$ cat src/pkg/supply_regs_consts.svh
`ifndef SUPPLY_REGS_CONSTS_SVH
`define SUPPLY_REGS_CONSTS_SVH

// Register identifiers carried in the frame address
`define ADDR_SYSTEM_CONTROL 6'h02
`define ADDR_SLEEP_COMMAND 6'h03
`define ADDR_SYSTEM_STATE 6'h04
`define ADDR_POWER_STATUS 6'h05
`define ADDR_DEPLOY_CONFIG0 6'h06

// Sleep command key
`define SLEEP_KEY 16'h3C95

// system_control bit positions
`define CTL_RESTART_SEL 15
`define CTL_PULLDOWN 14
`define CTL_KEEP_SYNC 13
`define CTL_INPUT_TH 12
`define CTL_BATMON_HI 11
`define CTL_BATMON_LO 10
`define CTL_RES_BOOST_V 9
`define CTL_RES_CUR_HI 8
`define CTL_RES_CUR_LO 7
`define CTL_RES_BOOST_EN 6
`define CTL_SYNC_EN 5
`define CTL_POWER_OFF 4
`define CTL_SWITCH_LIM 2
`define CTL_SYNC_V 1
`define CTL_SATELLITE_VOLTAGE_SELECT 0

// system_control reset values
`define RST_KEEP_SYNC 1'h1
`define RST_BOOST_EN 1'h1
`define RST_ZERO_BIT 1'h0

// system_state field positions
`define STATE_PHASE_LO 8
`define STATE_POWER_LO 0

// deploy_config_channel0 field positions
`define DCR_TIME_LO 6
`define DCR_CUR_LO 4
`define DCR_EXP_LO 2
`define DCR_PD_CSR 0

// Operating phase and power-control codes
`define PHASE_INIT 3'h0
`define PHASE_DIAG 3'h1
`define PWR_ENERGY_RESERVE 3'h3
`define PWR_SHUTDOWN 3'h4

// Supply controller state codes
`define LOGIC_RAMPUP 2'h1
`define LOGIC_ON 2'h2
`define BOOST_CTL_ON 2'h1

`endif

$ cat src/pkg/supply_regs_pkg.sv
package supply_regs_pkg;
	typedef struct packed {
		logic wr;
		logic [5:0] addr;
		logic [15:0] wdata;
	} spi_frame_t;

	typedef struct packed {
		logic wakeup_pin;
		logic battery_bad_status;
		logic battery_not_good_status;
		logic input_bad_status;
		logic input_not_good_status;
		logic sync_boost_low;
		logic satellite_buck_low;
		logic reserve_boost_low_status;
		logic logic_supply_undervoltage;
		logic logic_supply_overvoltage;
		logic input_above_fast_slope;
		logic sync_below_restart;
	} comparator_t;

	typedef struct packed {
		logic pulldown_leak_threshold_select;
		logic input_threshold_select;
		logic [1:0] battery_monitor_threshold_select;
		logic reserve_boost_voltage_select;
		logic [1:0] reserve_current_control;
		logic reserve_boost_enable;
		logic reserve_switch_limit_select;
		logic sync_boost_voltage_select;
		logic satellite_voltage_select;
	} supply_cfg_t;

	typedef struct packed {
		logic [5:0] deploy_time;
		logic [1:0] deploy_current;
		logic [1:0] expire_time;
		logic pd_current_csr;
	} deploy_cfg_t;

	typedef enum logic [1:0] {SB_NORMAL, SB_SUSPEND, SB_ARMED} sync_state_t;
endpackage : supply_regs_pkg

$ cat src/rtl/level_sync.sv
`timescale 1ns/10ps
module level_sync #(
	parameter int WIDTH = 12
) (
	input wire logic mclk,
	input wire logic sys_rst,
	input wire logic [WIDTH-1:0] async_in,
	output logic [WIDTH-1:0] sync_out
);
	logic [WIDTH-1:0] stage1;

	always_ff @(posedge mclk) begin
		if (sys_rst) begin
			stage1 <= '0;
			sync_out <= '0;
		end else begin
			stage1 <= async_in;
			sync_out <= stage1;
		end
	end
endmodule : level_sync

$ cat src/rtl/supply_control_status_regs.sv
// Operation
// Select 0: sync boost off entering reserve, on when input exceeds fast-slope.
// Select 1: restart sync boost when output falls below threshold after above.
// Restart selection is ignored whenever keep-sync-boost-on is set.
// Keep 0 disables sync boost entering reserve; writing 1 there restarts it.
// Pull-down select picks squib pull-down and leak threshold; resets to 0.
// Input threshold select chooses first or second input-good threshold.
// Battery threshold field: 00/11 threshold 0, 01 threshold 1, 10 threshold 2.
// Reserve boost voltage bit: 23 V or 33 V; loaded by safing reset or write; code reloads it on every reset.
// Reserve current field: off, charge, discharge, off.
// Reserve and sync boost enables request on at 1; reset to 1.
// Power-off write of 1 acts only in power-mode shutdown.
// Reserve switch limit bit changes only on power-on reset or write.
// Sync boost voltage bit selects 12 V or 14.75 V.
// Satellite voltage bit selects 7.2 V or 9 V.
// Sleep key written to sleep register gives a non-latched shutdown request.
// Operating phase reported in three bits; every reset forces init.
// Power-control state reported in three bits; only power-on reset clears.
// Low, undervoltage and overvoltage flags latch; power status read clears.
// Wake-up, battery, input and reserve-low bits follow comparators live.
// Logic supply active reads 1 in ramp-up or on; 0 after power-on reset.
// Reserve boost running reads 1 only in boost on state.
// Safing supply active mirrors safing supply enable; 0 on every reset.
// Write to address not permitted in phase flags error next frame.
// Writes to read-only registers are ignored, flags untouched.
`timescale 1ns/10ps
`include "supply_regs_consts.svh"
module supply_control_status_regs
	import supply_regs_pkg::*;
(
	input wire logic mclk,
	input wire logic sys_rst,
	input wire logic wsm_rst,
	input wire logic ssm_rst,
	input wire logic frame_valid,
	input wire spi_frame_t frame,
	input wire logic [2:0] operating_phase_in,
	input wire logic [2:0] power_control_state_in,
	input wire logic [1:0] logic_supply_state,
	input wire logic [1:0] reserve_boost_state,
	input wire logic safing_supply_enable,
	input wire logic [5:0] supply_live,
	input wire comparator_t comparator_raw,
	output logic [19:0] read_data,
	output logic read_valid,
	output logic write_address_error,
	output supply_cfg_t supply_cfg,
	output deploy_cfg_t deploy_cfg,
	output logic sleep_request,
	output logic power_off_request,
	output logic sync_boost_on
);
	comparator_t cmp;
	logic any_rst;
	logic wr_frame;
	logic rd_frame;
	logic wr_ok;
	logic wr_ctl;
	logic wr_dcr;
	logic rd_power;
	logic [15:0] wd;
	logic sync_restart_comparator_select;
	logic keep_sync_boost_on;
	logic sync_boost_enable;
	logic power_off_bit;
	logic [2:0] operating_phase;
	logic [2:0] power_control_state;
	logic sync_boost_low_flag;
	logic satellite_buck_low_flag;
	logic logic_supply_undervoltage;
	logic logic_supply_overvoltage;
	logic logic_supply_active;
	logic reserve_boost_running;
	logic safing_supply_active;
	logic [5:0] live_state;
	logic in_reserve;
	logic in_reserve_d;
	logic reserve_entry;
	sync_state_t sb_state;
	sync_state_t next_sb_state;
	logic [19:0] next_read_data;

	// Writable addresses per operating phase
	function automatic logic write_permitted(input logic [5:0] addr,
			input logic [2:0] phase);
		case (addr)
			`ADDR_SYSTEM_CONTROL: write_permitted = 1'b1;
			`ADDR_SLEEP_COMMAND: write_permitted = 1'b1;
			`ADDR_DEPLOY_CONFIG0: write_permitted = (phase == `PHASE_DIAG);
			default: write_permitted = 1'b0;
		endcase
	endfunction : write_permitted

	level_sync #(
		.WIDTH($bits(comparator_t))
	) u_cmp_sync (
		.mclk(mclk),
		.sys_rst(sys_rst),
		.async_in(comparator_raw),
		.sync_out(cmp)
	);

	assign any_rst = sys_rst | wsm_rst | ssm_rst;
	assign wd = frame.wdata;
	assign wr_frame = frame_valid & frame.wr;
	assign rd_frame = frame_valid & ~frame.wr;
	assign wr_ok = wr_frame & write_permitted(frame.addr, operating_phase);
	assign wr_ctl = wr_ok & (frame.addr == `ADDR_SYSTEM_CONTROL);
	assign wr_dcr = wr_ok & (frame.addr == `ADDR_DEPLOY_CONFIG0);
	assign rd_power = rd_frame & (frame.addr == `ADDR_POWER_STATUS);

	// Fields touched by power-on reset only
	always_ff @(posedge mclk) begin
		if (sys_rst) begin
			sync_restart_comparator_select <= `RST_ZERO_BIT;
			keep_sync_boost_on <= `RST_KEEP_SYNC;
		end else if (wr_ctl) begin
			sync_restart_comparator_select <= wd[`CTL_RESTART_SEL];
			keep_sync_boost_on <= wd[`CTL_KEEP_SYNC];
		end
	end

	// Fields reloaded by every reset, except the switch limit (power-on reset only)
	always_ff @(posedge mclk) begin
		if (any_rst) begin
			// Switch limit survives the soft resets
			if (sys_rst) begin
				supply_cfg.reserve_switch_limit_select <= `RST_ZERO_BIT;
			end
			supply_cfg.pulldown_leak_threshold_select <= `RST_ZERO_BIT;
			supply_cfg.input_threshold_select <= `RST_ZERO_BIT;
			supply_cfg.battery_monitor_threshold_select <= 2'h0;
			supply_cfg.reserve_boost_voltage_select <= `RST_ZERO_BIT;
			supply_cfg.reserve_current_control <= 2'h0;
			supply_cfg.reserve_boost_enable <= `RST_BOOST_EN;
			sync_boost_enable <= `RST_BOOST_EN;
			supply_cfg.sync_boost_voltage_select <= `RST_ZERO_BIT;
			supply_cfg.satellite_voltage_select <= `RST_ZERO_BIT;
		end else if (wr_ctl) begin
			supply_cfg.reserve_switch_limit_select <= wd[`CTL_SWITCH_LIM];
			supply_cfg.pulldown_leak_threshold_select <= wd[`CTL_PULLDOWN];
			supply_cfg.input_threshold_select <= wd[`CTL_INPUT_TH];
			supply_cfg.battery_monitor_threshold_select <=
				wd[`CTL_BATMON_HI:`CTL_BATMON_LO];
			supply_cfg.reserve_boost_voltage_select <= wd[`CTL_RES_BOOST_V];
			supply_cfg.reserve_current_control <=
				wd[`CTL_RES_CUR_HI:`CTL_RES_CUR_LO];
			supply_cfg.reserve_boost_enable <= wd[`CTL_RES_BOOST_EN];
			sync_boost_enable <= wd[`CTL_SYNC_EN];
			supply_cfg.sync_boost_voltage_select <= wd[`CTL_SYNC_V];
			supply_cfg.satellite_voltage_select <= wd[`CTL_SATELLITE_VOLTAGE_SELECT];
		end
	end

	// Power-off request honoured only in shutdown
	always_ff @(posedge mclk) begin
		if (any_rst) begin
			power_off_bit <= 1'b0;
			power_off_request <= 1'b0;
		end else begin
			power_off_request <= wr_ctl & wd[`CTL_POWER_OFF] &
				(power_control_state == `PWR_SHUTDOWN);
			if (wr_ctl && power_control_state == `PWR_SHUTDOWN) begin
				power_off_bit <= wd[`CTL_POWER_OFF];
			end
		end
	end

	// Sleep key: one-cycle request, nothing stored
	always_ff @(posedge mclk) begin
		if (sys_rst) begin
			sleep_request <= 1'b0;
		end else begin
			sleep_request <= wr_ok & (frame.addr == `ADDR_SLEEP_COMMAND) &
				(wd == `SLEEP_KEY);
		end
	end

	always_ff @(posedge mclk) begin
		if (any_rst) begin
			deploy_cfg <= '0;
		end else if (wr_dcr) begin
			deploy_cfg.deploy_time <= wd[`DCR_TIME_LO +: 6];
			deploy_cfg.deploy_current <= wd[`DCR_CUR_LO +: 2];
			deploy_cfg.expire_time <= wd[`DCR_EXP_LO +: 2];
			deploy_cfg.pd_current_csr <= wd[`DCR_PD_CSR];
		end
	end

	// Error shows in the frame after the offending write
	always_ff @(posedge mclk) begin
		if (any_rst) begin
			write_address_error <= 1'b0;
		end else if (frame_valid) begin
			write_address_error <= wr_frame & ~wr_ok;
		end
	end

	// State reports
	always_ff @(posedge mclk) begin
		if (any_rst) begin
			operating_phase <= `PHASE_INIT;
		end else begin
			operating_phase <= operating_phase_in;
		end
	end

	always_ff @(posedge mclk) begin
		if (sys_rst) begin
			power_control_state <= 3'h0;
		end else begin
			power_control_state <= power_control_state_in;
		end
	end

	// Latched supply flags; a new event beats the read clear
	always_ff @(posedge mclk) begin
		if (sys_rst) begin
			sync_boost_low_flag <= 1'b0;
			satellite_buck_low_flag <= 1'b0;
			logic_supply_undervoltage <= 1'b0;
			logic_supply_overvoltage <= 1'b0;
		end else begin
			sync_boost_low_flag <= cmp.sync_boost_low |
				(sync_boost_low_flag & ~rd_power);
			satellite_buck_low_flag <= cmp.satellite_buck_low |
				(satellite_buck_low_flag & ~rd_power);
			logic_supply_undervoltage <= cmp.logic_supply_undervoltage |
				(logic_supply_undervoltage & ~rd_power);
			logic_supply_overvoltage <= cmp.logic_supply_overvoltage |
				(logic_supply_overvoltage & ~rd_power);
		end
	end

	always_ff @(posedge mclk) begin
		if (sys_rst) begin
			logic_supply_active <= 1'b0;
			reserve_boost_running <= 1'b0;
			live_state <= 6'h00;
		end else begin
			logic_supply_active <= (logic_supply_state == `LOGIC_RAMPUP) |
				(logic_supply_state == `LOGIC_ON);
			reserve_boost_running <=
				(reserve_boost_state == `BOOST_CTL_ON);
			live_state <= supply_live;
		end
	end

	always_ff @(posedge mclk) begin
		if (any_rst) begin
			safing_supply_active <= 1'b0;
		end else begin
			safing_supply_active <= safing_supply_enable;
		end
	end

	// Sync boost behaviour in energy reserve
	assign in_reserve = (power_control_state == `PWR_ENERGY_RESERVE);
	assign reserve_entry = in_reserve & ~in_reserve_d;

	always_comb begin
		next_sb_state = sb_state;
		case (sb_state)
			SB_NORMAL: begin
				if (reserve_entry && !keep_sync_boost_on) begin
					next_sb_state = SB_SUSPEND;
				end
			end
			SB_SUSPEND: begin
				if (!in_reserve || keep_sync_boost_on) begin
					next_sb_state = SB_NORMAL;
				end else if (!sync_restart_comparator_select) begin
					if (cmp.input_above_fast_slope) begin
						next_sb_state = SB_NORMAL;
					end
				end else if (!cmp.sync_below_restart) begin
					next_sb_state = SB_ARMED;
				end
			end
			SB_ARMED: begin
				if (!in_reserve || keep_sync_boost_on) begin
					next_sb_state = SB_NORMAL;
				end else if (!sync_restart_comparator_select) begin
					next_sb_state = SB_SUSPEND;
				end else if (cmp.sync_below_restart) begin
					next_sb_state = SB_NORMAL;
				end
			end
			default: next_sb_state = SB_NORMAL;
		endcase
	end

	always_ff @(posedge mclk) begin
		if (sys_rst) begin
			sb_state <= SB_NORMAL;
			in_reserve_d <= 1'b0;
			sync_boost_on <= 1'b0;
		end else begin
			sb_state <= next_sb_state;
			in_reserve_d <= in_reserve;
			sync_boost_on <= sync_boost_enable &
				(next_sb_state == SB_NORMAL);
		end
	end

	// Read path; flags show their value before the clear
	always_comb begin
		next_read_data = 20'h0_0000;
		case (frame.addr)
			`ADDR_SYSTEM_CONTROL: begin
				next_read_data = {4'h0, sync_restart_comparator_select,
					supply_cfg.pulldown_leak_threshold_select,
					keep_sync_boost_on, supply_cfg.input_threshold_select,
					supply_cfg.battery_monitor_threshold_select,
					supply_cfg.reserve_boost_voltage_select,
					supply_cfg.reserve_current_control,
					supply_cfg.reserve_boost_enable, sync_boost_enable,
					power_off_bit, 1'b0,
					supply_cfg.reserve_switch_limit_select,
					supply_cfg.sync_boost_voltage_select,
					supply_cfg.satellite_voltage_select};
			end
			`ADDR_SYSTEM_STATE: begin
				next_read_data[`STATE_PHASE_LO +: 3] = operating_phase;
				next_read_data[`STATE_POWER_LO +: 3] =
					power_control_state;
			end
			`ADDR_POWER_STATUS: begin
				next_read_data = {cmp.wakeup_pin, cmp.battery_bad_status,
					cmp.battery_not_good_status, cmp.input_bad_status,
					cmp.input_not_good_status, sync_boost_low_flag,
					satellite_buck_low_flag, cmp.reserve_boost_low_status,
					logic_supply_undervoltage, logic_supply_overvoltage,
					1'b0, reserve_boost_running, live_state,
					logic_supply_active, safing_supply_active};
			end
			`ADDR_DEPLOY_CONFIG0: begin
				next_read_data[11:0] = {deploy_cfg.deploy_time,
					deploy_cfg.deploy_current, deploy_cfg.expire_time,
					1'b0, deploy_cfg.pd_current_csr};
			end
			default: next_read_data = 20'h0_0000;
		endcase
	end

	always_ff @(posedge mclk) begin
		if (sys_rst) begin
			read_data <= 20'h0_0000;
			read_valid <= 1'b0;
		end else begin
			read_valid <= rd_frame;
			if (rd_frame) begin
				read_data <= next_read_data;
			end
		end
	end
endmodule : supply_control_status_regs

$ cat config.mk
export PLATFORM = sky130hd
export DESIGN_NAME = supply_control_status_regs
export DESIGN_NICKNAME = d
export VERILOG_FILES = /design/src/pkg/supply_regs_pkg.sv /design/src/rtl/level_sync.sv /design/src/rtl/supply_control_status_regs.sv
export VERILOG_INCLUDE_DIRS = /design/src /design/src/pkg
export SDC_FILE = /design/constraint.sdc
export NUM_CORES = 1
export LEC_CHECK = 0
export ABC_AREA = 1
export BUFFER_PORTS_ARGS = -buffer_cell sky130_fd_sc_hd__buf_2
export CAP_MARGIN = 20
export CORE_ASPECT_RATIO = 1.5
export CORE_MARGIN = 3
export CORE_UTILIZATION = 56
export CTS_CLUSTER_SIZE = 8
export DETAILED_ROUTE_END_ITERATION = 10
export GPL_ROUTABILITY_DRIVEN = 0
export GPL_TIMING_DRIVEN = 1
export PLACE_DENSITY = 0.94
export SYNTH_ARGS = -nofsm -noshare
export SYNTH_HDL_FRONTEND = slang
export SYNTH_SLANG_ARGS = --single-unit
$ cat constraint.sdc
create_clock -name mclk -period 2.3 [get_ports mclk]
set_input_delay 0.46 -clock mclk [delete_from_list [all_inputs] [get_ports mclk]]
set_output_delay 0.46 -clock mclk [all_outputs]
set_load 0.005 [all_outputs]
Word-level counts from Yosys, hierarchy flattened
Index checks and enable logic that the tools add are counted.
{"block": "word_totals", "memories": 0, "latch_bits": 0, "romBits": 0, "ramBits": 0, "regBits": 97, "word_cells": 108}
{"block": "classes", "n_reduce_logical": 10, "n_bitwise": 28, "n_lt_le_gt_ge": 0, "n_eq_ne": 15, "muxes": 18, "mul": 0, "shifts": 0, "n_addsub": 0, "div": 0}
{"operator": "$pmux W3 S4", "count": 2}
{"operator": "$eq A6 B3 Y1 const B", "count": 3}
{"operator": "$and A1 B1 Y1", "count": 17}
{"operator": "$eq A16 B14 Y1 const B", "count": 1}
{"operator": "$mux W2", "count": 8}
{"operator": "$pmux W8 S2", "count": 1}
{"operator": "$pmux W5 S3", "count": 1}
{"operator": "$eq A6 B2 Y1 const B", "count": 2}
{"operator": "$or A1 B1 Y1", "count": 7}
{"operator": "$eq A2 B1 Y1 const B", "count": 3}
{"operator": "$mux W3", "count": 2}
{"operator": "$pmux W2 S3", "count": 1}
{"operator": "$eq A2 B2 Y1 const B", "count": 2}
{"operator": "$logic_not A2 Y1", "count": 2}
{"operator": "$not A1 Y1", "count": 4}
{"operator": "$eq A3 B1 Y1 const B", "count": 1}
{"operator": "$eq A3 B2 Y1 const B", "count": 1}
{"operator": "$eq A3 B3 Y1 const B", "count": 1}
{"operator": "$pmux W1 S3", "count": 1}
{"operator": "$logic_and A1 B1 Y1", "count": 2}
{"operator": "$logic_not A1 Y1", "count": 2}
{"operator": "$ne A2 B2 Y1 const B", "count": 1}
{"operator": "$pmux W1 S2", "count": 1}
{"operator": "$reduce_and A2 Y1", "count": 1}
{"operator": "other kinds (4)", "count": 4}

Depth between registers and ports, before layout
Gate-level depths: netlist of run 1.
{"block": "depth", "ltp_word": 7, "depth_mapped": 10}

By module
Synthesis of run 1 repeated with hierarchy kept, for this count alone.
{"block": "unflattened", "cells_unflattened": 500, "hier_area_um2": 3719.8}
{"mod": "supply_control_status_regs", "cells_per_inst": 426, "area_per_inst_um2": 3036.7, "n_inst": 1, "seq_area_each_um2": 1471.4}
{"mod": "level_sync", "cells_per_inst": 74, "area_per_inst_um2": 683.2, "n_inst": 1, "seq_area_each_um2": 480.5}

Least setup slack after synthesis of run 1
Ideal clock, no wire load.
{"block": "synth_path", "path_kind": "input -> register", "start": "input frame[16] (netlist name)", "end": "register supply_cfg[2] (netlist name) (enable)", "slack_ns": 0.757, "setup_time_ns": 0.302, "arrival_time_ns": 1.241, "cell_stages": 8, "path_buffers": 1, "path_cell_list": "inv_2 nand2_1 nor2_4 nand2_4 nor2_8 inv_2 buf_6 o21ai_1"}
{"block": "synth_between", "elab_chain_len": 7, "elab_cells_between_ends": 9}
{"element": "from (decl)", "line": "supply_control_status_regs.sv:36", "rtl": "input wire spi_frame_t frame,"}
{"element": "$eq A6 B2 Y1", "line": "supply_control_status_regs.sv:86", "rtl": "case (addr)"}
{"element": "$reduce_or A2 Y1 (no source line)"}
{"element": "$pmux W1 S2", "line": "supply_control_status_regs.sv:86"}
{"element": "$and A1 B1 Y1", "line": "supply_control_status_regs.sv:107", "rtl": "assign wr_ok = wr_frame & write_permitted(frame.addr, operating_phase);"}
{"element": "$and A1 B1 Y1 (*)", "line": "supply_control_status_regs.sv:108", "rtl": "assign wr_ctl = wr_ok & (frame.addr == `ADDR_SYSTEM_CONTROL);"}
{"element": "$reduce_bool A2 Y1 (no source line) (*)"}
{"element": "$reduce_and A2 Y1 (no source line) (*)"}
{"element": "to (decl)", "line": "supply_control_status_regs.sv:47", "rtl": "output supply_cfg_t supply_cfg,"}
Every way passes the cells marked *; elsewhere a longest branch is shown, timed or not.
A chain may end at the register's enable or synchronous reset.

Final worst setup path of run 1
Same ends and word-level chain as after synthesis.

==> results of run 1 <==
==> routing by layer <==
layer	wire length, um	GRT usage (%)	share of wire, %
met1	3430	28.6	35
met2	5110	46.1	52
met3	841	6.34	8.5
met4	546	16.0	5.5
met5	0	0	0
==> state kept, by name, summed over array words and instances, names as in the netlist, 2 cells and up <==
register / count
u_cmp_sync.sync_out: 12
sb_state: 2
operating_phase: 3
read_data: 20
deploy_cfg: 11
live_state: 6
u_cmp_sync.stage1: 12
power_control_state: 3
supply_cfg: 11
==> synth_stat cells, types with 4 or more instances <==
| cell | count | area [um^2] |
|---|---|---|
| nor2_1 | 86 | 323 |
| nand3_1 | 40 | 200 |
| a21oi_1 | 28 | 140 |
| nor4_1 | 5 | 31.3 |
| nor3_1 | 4 | 20.0 |
| clkbuf_1 | 8 | 30.0 |
| o21ai_0 | 19 | 95.1 |
| buf_2 | 8 | 40.0 |
| o211ai_1 | 4 | 30.0 |
| nand4_1 | 13 | 81.3 |
| inv_1 | 74 | 278 |
| dfxtp_1 | 96 | 1920 |
| nand2_1 | 97 | 364 |
==> report_power, final <==
part / switching (W) / total (W) / internal [W] / leakage, nW
clock network: 0.000582 / 0.00107 / 0.000490 / 0.0936
registers: 0.0000156 / 0.00174 / 0.00172 / 0.792
logic: 0.000126 / 0.000200 / 0.0000746 / 1.45
==> through the flow <==
step	setup WS [ps]	util, %	instance area (um^2)	power, W	cells
final	865	69.6	4550	0.00301	689
after global routing	758	69.6	4550	0.00312	689
after CTS	880	69.6	4550	0.00301	689
after detailed placement	491	66.6	4350	0.00197	674
after global placement	546	66.6	4350	0.00196	674
after floorplan	757	-	3770	0.00187	506
==> worst max-delay path: stages <==
cell and delay (ps):
buf_2 130, inv_2 70, nand2_1 80, nor2_4 160, nand2_4 90, nor2_8 220, inv_2 150, o21ai_1 150
==> area by class of cell <==
class,count,share of cell area [%]
clock buffer,11,3.58
multi-input combinational,310,31.2
clock inverter,4,0.715
tap,76,2.09
timing repair buffer,114,13.2
sequential,97,42.9
inverter,77,6.36
==> worst paths after layout <==
path | to | slack (ps)
setup / recovery | supply_cfg[2]$_SDFFCE_PP0P_ | 870
hold / removal | reserve_boost_running$_SDFF_PP0_ | 250
setup reg to reg | deploy_cfg[5]$_SDFFE_PP0P_ | 1010
hold reg to reg | u_cmp_sync.sync_out[6]$_SDFF_PP0_ | 410
==> cells by family after synthesis <==
logic type	count (synthesis)	share of synthesized area, %
AO/OA/AOI/OAI	52	7.16
XOR/XNOR	1	0.232
buffers and inverters	99	10.7
flip-flops	97	51.7
AND/OR/NAND/NOR	257	30.2
==> key figures, run 1 <==
Drt
  – Via-per-instance ratio: roughly 5.3
  – Final WL: 9930 um
  – Final ANT Viol Nets: 0
  – Residual DRC: 0
  – Routed len/inst: 14.4 um
  – 1st-pass router iterations: 5
  – Initial drt markers: ~420
  – Via count: between 3000 and 4000

Worst setup path
  – CP Capture Type: flip-flop
  – Critical path class: input port to flip-flop
  – Critical Path Start: frame[16]
  – Worst Reg-to-Reg Cells: 7
  – Worst EP arrival: about 1500 ps
  – FF-to-FF Start: operating_phase[2]$_SDFF_PP0_
  – Worst-path maximum fanout: 18
  – Worst EP required: 2380 ps
  – Worst setup SP type: input port

Logic synthesis
  – Post-synthesis sequential area ratio: ~52%
  – Post-Syn Nets: around 560
  – Mapped Area: about 3800 um^2
  – Seq cells post-synth: between 90 and 100
  – Ys async rst share: 0%
  – Mean post-synth cell area: 7.46 um^2
  – Yosys cell types: 29
  – Synth Flop Type: dfxtp_1
  – Cells after Synth: slightly above 500
  – Ys Warns: 0
  – EDFF count, synth: 1

Floorplan
  – Row count: 36
  – Full die area: between 7000 and 8000 um^2
  – # IOs: around 100
  – Die Y: between 100 and 150 um
  – CORE AREA: between 6000 and 7000 um^2
  – Die Wd: approximately 73 um
  – Initial Utilization: ~58%

Place
  – Post-DP HPWL: around 7500 um
  – Port Buf Inserts: about 100

Run status
  – Status: finished, final reports clean

Run
  – Max-cap viol count: 0

Final layout
  – Fraction of layout cells with a size suffix above 1: between 20% and 30%
  – Most common cell after layout, fill and taps aside: buf_2
  – Area delta synth->final: 20.5%
  – Total Nets Final: 666
  – Multi-input combinational cell area: 1420 um^2
  – Register area: 1950 um^2
  – Antenna diodes: 0
  – Fillers: 503
  – Commonest cells after routing, fill and taps aside: buf_2, nand2_1, dfxtp_1, nor2_1, inv_1

Clocking
  – TritonCTS clock tree: built
  – Root Buffer: clkbuf_8
  – CTS sink cnt: between 90 and 100
  – H-tree levels: 3
  – Clk_lat worst skew: 370 ps
  – Post-CTS setup buffers: 0
  – CTS clk-pin slew, worst paths: about 90 ps
  – TritonCTS Buffers: 9
  – Max clock buf depth: 2
  – Hold-fix buffer count after cts: 0
  – # resized after CTS: 0

Timing
  – Fmax: approximately 0.70 GHz
  – Final setup TNS: 0 ps
  – Clk_skew: 15.9 ps
  – Unrepaired setup endpoints after global routing: false
  – Worst-Margin Slew: about 560 ps
  – Hold WS: ~250 ps
  – Slew Viols, Final: 0
  – Crit share post-route: 62.4%
  – Relative slew slack: 62.6%
  – Final hold violation count: 0
  – Post-layout min period: 1430 ps
  – Final setup violation count: 0

Hold path
  – Hold Crit Class: input port to flip-flop
  – Hold_sp: reserve_boost_state[1]
  – Hold Path Depth: 2

GRT
  – First-pass GRT wire length: roughly 16000 um
  – Largest net degree at the start of global routing: 47
  – GRT Total Usage: between 20% and 30%
  – Vias in the first global route: ~3500
  – GRT overflow: 0
  – Initial antenna violation count: 0

Power
  – PwrDens: about 660 nW/um^2
  – Leakage: roughly 2.3 nW
  – VDD IR max: 474 uV
No activity file was read; power rests on OpenSTA's default activity.
==> run 2, diff against run 1 <==
Settings changed: CORE_UTILIZATION 56 to 47, PLACE_DENSITY 0.94 to 0.85.
Clock period 2.3 ns to 1.3 ns, I/O delays scaled along.
==> run 2 against run 1 <==
Net effect:
- flip-flop and latch count did not move
- critical path type is now flip-flop to output pin
- largest cell class unchanged
- sequential power rose by 76%
- largest power group unchanged
- register-to-register slack got worse by 870 ps
==> key figures, run 2 (same netlist as run 1, synthesis figures left out) <==
Run status
  – Status: finished, final reports clean

Drt
  – Routed len/inst: 13.6 um (-6.0%)
  – Initial drt markers: 212 (-49%)
  – Residual DRC: 0 (unchanged)
  – Via-per-instance ratio: 4.91 (-6.9%)
  – 1st-pass router iterations: 6 (+1)
  – Final WL: 9990 um (+0.59%)
  – Via count: 3622 (-0.39%)
  – Final ANT Viol Nets: 0 (unchanged)

Floorplan
  – Initial Utilization: 48.9% (-8.8 points)
  – Die Wd: 79.2 um (+8.4%)
  – # IOs: 104 (unchanged)
  – Row count: 39 (+8.3%)
  – Full die area: 9160 um^2 (+18%)
  – Die Y: 116 um (+8.6%)
  – CORE AREA: 7710 um^2 (+18%)

Worst setup path
  – Worst EP arrival: 920 ps (-590 ps)
  – Crit path max-delay family: flip-flops
  – Slowest CP cell: edfxtp_1
  – Worst setup SP type: flip-flop
  – Worst Reg-to-Reg Cells: 7 (unchanged)
  – Critical Path Stages: 1 (-7)
  – Critical path, cell by cell: buf_2
  – Critical path class: flip-flop to output pin
  – FF-to-FF Start: operating_phase[1]$_SDFF_PP0_
  – Worst-path maximum fanout: 2 (-16)
  – CP Capture Type: output pin
  – Bufs and invs on worst path: 1 (-2)
  – Worst EP required: 1040 ps (-1340 ps)
  – Slowest stage delay, CP: 420 ps (+200 ps)
  – Flop2flop setup slack: 140 ps (-870 ps)
  – R2R Path End: deploy_cfg[0]$_SDFFE_PP0P_

GRT
  – Initial antenna violation count: 0 (unchanged)
  – GRT Total Usage: 22.4% (-4.3 points)
  – GRT overflow: 0 (unchanged)
  – Vias in the first global route: 3399 (-2.2%)
  – Largest net degree at the start of global routing: 34 (-28%)
  – First-pass GRT wire length: 15800 um (-1.0%)

Clocking
  – CTS clk-pin slew, worst paths: 70 ps (-20 ps)
  – Root Buffer: clkbuf_16
  – CTS sink cnt: 97 (unchanged)
  – TritonCTS Buffers: 9 (unchanged)
  – Clk_lat worst skew: 340 ps (-30 ps)
  – Hold-fix buffer count after cts: 0 (unchanged)
  – H-tree levels: 3 (unchanged)
  – TritonCTS clock tree: built
  – Max clock buf depth: 2 (unchanged)

Hold path
  – Hold EP: reserve_boost_running$_SDFF_PP0_
  – Hold Crit Class: input port to flip-flop
  – Hold_sp: reserve_boost_state[1]
  – Hold Path Depth: 2 (unchanged)

Final layout
  – Biggest register: read_data
  – Most common cell after layout, fill and taps aside: buf_2
  – Fraction of layout cells with a size suffix above 1: 26.6% (+3.4 points)
  – Area delta synth->final: 30.0%
  – Antenna diodes: 0 (unchanged)
  – Largest regs: read_data (20), u_cmp_sync.stage1 (12), u_cmp_sync.sync_out (12)
  – Fillers: 664 (+32%)
  – Total Nets Final: 687 (+3.2%)
  – Non-Filler Instances: 737 (+7.0%)
  – Largest register FFs: 20 (unchanged)
  – Commonest cells after routing, fill and taps aside: buf_2, dfxtp_1, nand2_1, nor2_1, inv_1

Power
  – PwrDens: 1280 nW/um^2 (+94%)
  – Switching share of total power: 21.5% (-2.5 points)
  – Combinational power share: 6.3% (-0.4 points)
  – Psw: 0.00135 W (+87%)
  – VDD IR max: 940 uV (+98%)
  – Clock Power Share: 44.9% (+9.3 points)
  – Int Pwr: 0.00494 W (+120%)
  – Design Power: 0.00629 W (+110%)
  – Sequential Power Share: 48.8% (-8.9 points)
  – Leakage: 2.53 nW (+8.1%)

Timing
  – Final setup margin: 125 ps (-741 ps)
  – Final hold violation count: 0 (unchanged)
  – Post-layout min period: about 1200 ps
  – Relative slew slack: 71.7% (+9.0 points)
  – Unrepaired setup endpoints after global routing: false
  – Crit share post-route: between 90 and 100%
  – Final setup violation count: 0 (unchanged)
  – Fmax: between 0.8 and 0.9 GHz
  – Worst-Margin Slew: 421 ps (-134 ps)
  – Clk_skew: 7.02 ps (-8.85 ps)
  – Slew Viols, Final: 0 (unchanged)

Run
  – Max-cap viol count: 0 (unchanged)

Place
  – Port Buf Inserts: 103 (unchanged)
  – Post-DP HPWL: 7450 um (-0.63%)
  – Pre-CTS WS: -186 ps (-676 ps)
  – Placed cells: 721 (+7.0%)
-- run 2: cell types whose count changed in the layout (fill, tap and decap cells not counted), moves of 2 or more --
cell        previous run  this run
clkinv_2               0         2
nand2_4                1         3
clkbuf_8              10         1
bufinv_16              0         2
inv_1                 74        72
clkbuf_16              1         9
buf_4                 11        32
nand2_1               97        95
clkinvlp_4             2         0
-- run 2: through the flow --
step                      TNS (ps)  util [%]  hold WS (ps)  cell area [um^2]
after floorplan              -16.1         -           332              3810
after global placement       -2230      59.4           389              4580
after detailed placement     -3860      59.4           392              4580
after CTS                        0      63.6          59.2              4900
after global routing             0      63.6          54.4              4910
final                            0      63.6          70.3              4910
-- run 2: worst reg2reg max path: stages, from the launching register on --
cell and delay [ps]:
dfxtp_1 320, nor2_1 120, nand4_2 130, nand2_1 130
nand2_4 150, nand2_1 110, nand2_1 60, nor2_1 80
-- run 2: repair_timing --
| item | CTS | global route |
|---|---|---|
| resized for setup | 0 | 2 |
| buffers inserted | 0 | 0 |
| endpoints found under the setup margin | 0 | 11 |
-- run 2: worst max path at each step --
stage,startpoint,endpoint,slack (ps)
2_1_floorplan,frame[21],supply_cfg[2]$_SDFFCE_PP0P_,-20
3_3_place_gp,frame[16],read_data[16]$_SDFFE_PP0P_,-110
3_5_place_dp,frame[21],deploy_cfg[0]$_SDFFE_PP0P_,-190
4_1_cts,operating_phase[2]$_SDFF_PP0_,deploy_cfg[0]$_SDFFE_PP0P_,50
5_1_grt,operating_phase[2]$_SDFF_PP0_,deploy_cfg[0]$_SDFFE_PP0P_,30
6_report,supply_cfg[2]$_SDFFCE_PP0P_,supply_cfg[2],120
-- run 2: layout make-up --
class	count	area, um^2	area share (%)
sequential	97	1950	39.8
multi-input combinational	310	1440	29.3
timing repair buffer	135	756	15.4
inverter	77	312	6.35
clock buffer	11	243	4.95
tap	102	128	2.60
clock inverter	5	78.8	1.61
-- run 2: routing by layer --
metal | vias up | global-route usage (%) | part of all wire, %
met1 | 1641 | 24.7 | 39
li1 | 1823 | - | -
met4 | 0 | 12.0 | 3.1
met3 | 24 | 6.53 | 6.6
met2 | 134 | 38.7 | 51
met5 | - | 0 | 0
-- run 2: power groups by stage --
stage | clock network, W | logic, W | registers (W)
after floorplan | 0 | 0.000193 | 0.00313
after global placement | 0 | 0.000378 | 0.00314
after detailed placement | 0 | 0.000387 | 0.00314
after CTS | 0.00285 | 0.000394 | 0.00307
after global routing | 0.00299 | 0.000439 | 0.00308
final | 0.00282 | 0.000397 | 0.00307
==> run 3, diff against run 2 <==
Settings changed: ABC_AREA 1 to default, CORE_UTILIZATION 47 to 46, PLACE_DENSITY 0.85 to 0.84.
==> run 3 against run 2 <==
Net effect:
- the run now ends with negative setup slack left
- die area fell by 3.7%
- final cell count fell by 21%
- register-to-register slack got worse by 550 ps
- first-iteration DRC count rose by 20%
- synthesized cell count fell by 30%
- non-clock buffer count rose by 3
- area after synthesis fell by 6.0%
- flip-flop and latch count did not move
- utilization fell by 0.25 points
- via count fell by 16%
- highest routed layer unchanged
==> key figures, run 3 <==
Run status
  – Status: finished, violations left
  – Failing checks: negative setup slack

Clocking
  – CTS sink cnt: 97 (unchanged)
  – H-tree levels: 3 (unchanged)
  – TritonCTS clock tree: built
  – TritonCTS Buffers: 9 (unchanged)
  – Max clock buf depth: 2 (unchanged)
  – Hold-fix buffer count after cts: 0 (unchanged)
  – CTS clk-pin slew, worst paths: 90 ps (+20 ps)
  – Clk_lat worst skew: 370 ps (+30 ps)
  – Root Buffer: clkbuf_8

Logic synthesis
  – Post-synth top cells: dfxtp_1, nor2_1, nor2b_1, mux2i_1, nand2_1
  – Ys async rst share: 0% (unchanged)
  – Cells after Synth: 354 (-30%)
  – Synth Flop Type: dfxtp_1
  – Top post-synthesis cells by area: dfxtp_1, mux2i_1, nor2b_1, nor2_1, o21ai_0
  – Post-synthesis sequential area ratio: 55.0% (+3.3 points)
  – Ys Warns: 0 (unchanged)
  – Post-Syn Nets: 411 (-27%)
  – Mean post-synth cell area: 10.0 um^2 (+34%)
  – Synth area leader: dfxtp_1
  – Seq cells post-synth: 97 (unchanged)
  – Post-synth top area share: 54.2% (+3.2 points)
  – Yosys cell types: 44 (+52%)
  – EDFF count, synth: 1 (unchanged)
  – Mapped Area: 3550 um^2 (-6.0%)
  – Most common cell in the synthesized netlist: dfxtp_1

Timing
  – Unrepaired setup endpoints after global routing: true
  – Relative slew slack: 70.1% (-1.6 points)
  – Final setup violation count: 23 (+23)
  – Clk_skew: 12.9 ps (+5.87 ps)
  – Final setup margin: -407 ps (-531 ps)
  – Slew Viols, Final: 0 (unchanged)
  – Final setup TNS: -4410 ps (-4410 ps)
  – Crit share post-route: 131% (+41 points)
  – Post-layout min period: 1710 ps (+531 ps)
  – Hold WS: 52.7 ps (-17.5 ps)
  – Final hold violation count: 0 (unchanged)
  – Fmax: 0.586 GHz (-31%)
  – Worst-Margin Slew: 442 ps (+21.5 ps)

Final layout
  – Fillers: 591 (-11%)
  – Largest regs: read_data (20), u_cmp_sync.stage1 (12), u_cmp_sync.sync_out (12)
  – Biggest register: read_data
  – Multi-input combinational cell area: 1570 um^2 (+9.4%)
  – Fraction of layout cells with a size suffix above 1: 35.7% (+9.1 points)
  – Area delta synth->final: 31.7%
  – Largest register FFs: 20 (unchanged)
  – Most common cell after layout, fill and taps aside: buf_2
  – Register area: 1950 um^2 (+0.13%)
  – Total Nets Final: 538 (-22%)
  – Finished Cell Area: 4670 um^2 (-4.8%)
  – Antenna diodes: 0 (unchanged)
  – Commonest cells after routing, fill and taps aside: buf_2, dfxtp_1, nor2_1, nor2b_1, mux2i_1

Power
  – Sequential Power Share: 59.6% (+11 points)
  – Design Power: 0.00520 W (-17%)
  – Int Pwr: 0.00396 W (-20%)
  – PwrDens: 1110 nW/um^2 (-13%)
  – Psw: 0.00124 W (-8.2%)
  – Combinational power share: 8.4% (+2.1 points)
  – Switching share of total power: 23.9% (+2.4 points)
  – VDD IR max: 880 uV (-6.4%)
  – Leakage: 2.09 nW (-17%)
  – Clock Power Share: 32.0% (-13 points)

Drt
  – Initial drt markers: 254 (+20%)
  – 1st-pass router iterations: 5 (-1)
  – Final WL: 9200 um (-7.9%)
  – Via-per-instance ratio: 5.19 (+5.6%)
  – Residual DRC: 0 (unchanged)
  – Via count: 3037 (-16%)
  – Routed len/inst: 15.7 um (+16%)
  – Final ANT Viol Nets: 0 (unchanged)

Worst setup path
  – Worst EP required: 1560 ps (+520 ps)
  – CP Capture Type: flip-flop
  – Crit path max-delay family: simple AND/OR/NAND/NOR gates
  – Bufs and invs on worst path: 0 (-1)
  – Slowest stage delay, CP: 610 ps (+190 ps)
  – Critical path, cell by cell: nor4bb_4, or4b_4, mux2i_1, nor2_1
  – Critical path class: flip-flop to flip-flop
  – Worst setup SP type: flip-flop
  – Worst-path maximum fanout: 6 (+4)
  – Slowest CP cell: or4b_4
  – Worst EP arrival: 1970 ps (+1050 ps)

Hold path
  – Hold Crit Class: input port to flip-flop

Floorplan
  – # IOs: 104 (unchanged)
  – Initial Utilization: 48.1% (-0.80 points)
  – Row count: 38 (-2.6%)
  – Full die area: 8830 um^2 (-3.7%)
  – CORE AREA: 7370 um^2 (-4.4%)
  – Die Y: 114 um (-1.9%)
  – Die Wd: 77.7 um (-1.8%)

GRT
  – GRT overflow: 0 (unchanged)
  – Largest net degree at the start of global routing: 32 (-5.9%)
  – GRT Total Usage: 21.8% (-0.62 points)
  – Vias in the first global route: 3096 (-8.9%)
  – Initial antenna violation count: 0 (unchanged)
  – First-pass GRT wire length: 14800 um (-6.0%)

Place
  – Port Buf Inserts: 103 (unchanged)
  – Pre-CTS WS: -518 ps (-332 ps)
  – Post-DP HPWL: 6750 um (-9.5%)
  – Placed inst area: 4380 um^2 (-4.3%)

Run
  – Max-cap viol count: 0 (unchanged)
-- run 3: layout make-up --
type | instances | area share (%)
tap | 100 | 2.68
multi-input combinational | 233 | 33.7
clock buffer | 9 | 2.65
inverter | 2 | 0.161
timing repair buffer | 138 | 18.2
sequential | 97 | 41.8
clock inverter | 6 | 0.777
-- run 3: cells by family (layout without fill, tap and decap cells) --
family,count (synthesis),count (layout),share of synthesized area [%]
AOI/OAI and AO/OA,57,57,10.3
xor gates and xnor gates,2,2,0.494
buffers and inverters,25,155,3.17
DFF,97,97,55.0
muxes,38,38,10.9
and+or+nand+nor,135,136,20.2
-- run 3: routing by layer --
layer  GRT usage, %  wire (um)  vias to the layer above
met4           13.9        411                        0
met1           24.1       3540                     1418
met5              0          0                        -
li1               -          -                     1473
met2           37.5       4740                      117
met3           4.74        513                       29
-- run 3: what timing repair did --
action,4_1_cts,5_1_grt
hold endpoints to repair,0,0
cloned,2,0
setup buffers,2,0
pin swaps,8,6
gates resized for setup,14,10
setup endpoints to repair,32,36
-- run 3: power groups by stage --
| stage | Combinational [W] | Clock, W | Sequential [W] |
|---|---|---|---|
| final | 0.000435 | 0.00166 | 0.00310 |
| after detailed placement | 0.000409 | 0 | 0.00316 |
| after global placement | 0.000400 | 0 | 0.00316 |
| after global routing | 0.000477 | 0.00183 | 0.00311 |
| after CTS | 0.000428 | 0.00171 | 0.00310 |
| after floorplan | 0.000183 | 0 | 0.00316 |
-- run 3: through the flow --
| step | util [%] | std cells |
|---|---|---|
| after global placement | 59.4 | 566 |
| after CTS | 62.9 | 585 |
| final | 63.4 | 585 |
| after global routing | 63.4 | 585 |
| after floorplan | - | 354 |
| after detailed placement | 59.4 | 566 |
-- run 3: path summary, 6_finish.rpt --
check	from	endpoint	cells past startpoint	slack, ps
min reg2reg	u_cmp_sync.stage1[5]$_SDFF_PP0_	u_cmp_sync.sync_out[5]$_SDFF_PP0_	1	440
min	reserve_boost_state[1]	reserve_boost_running$_SDFF_PP0_	2	50
max reg2reg	operating_phase[1]$_SDFF_PP0_	deploy_cfg[1]$_SDFFE_PP0P_	4	-410
max	operating_phase[1]$_SDFF_PP0_	deploy_cfg[1]$_SDFFE_PP0P_	4	-410
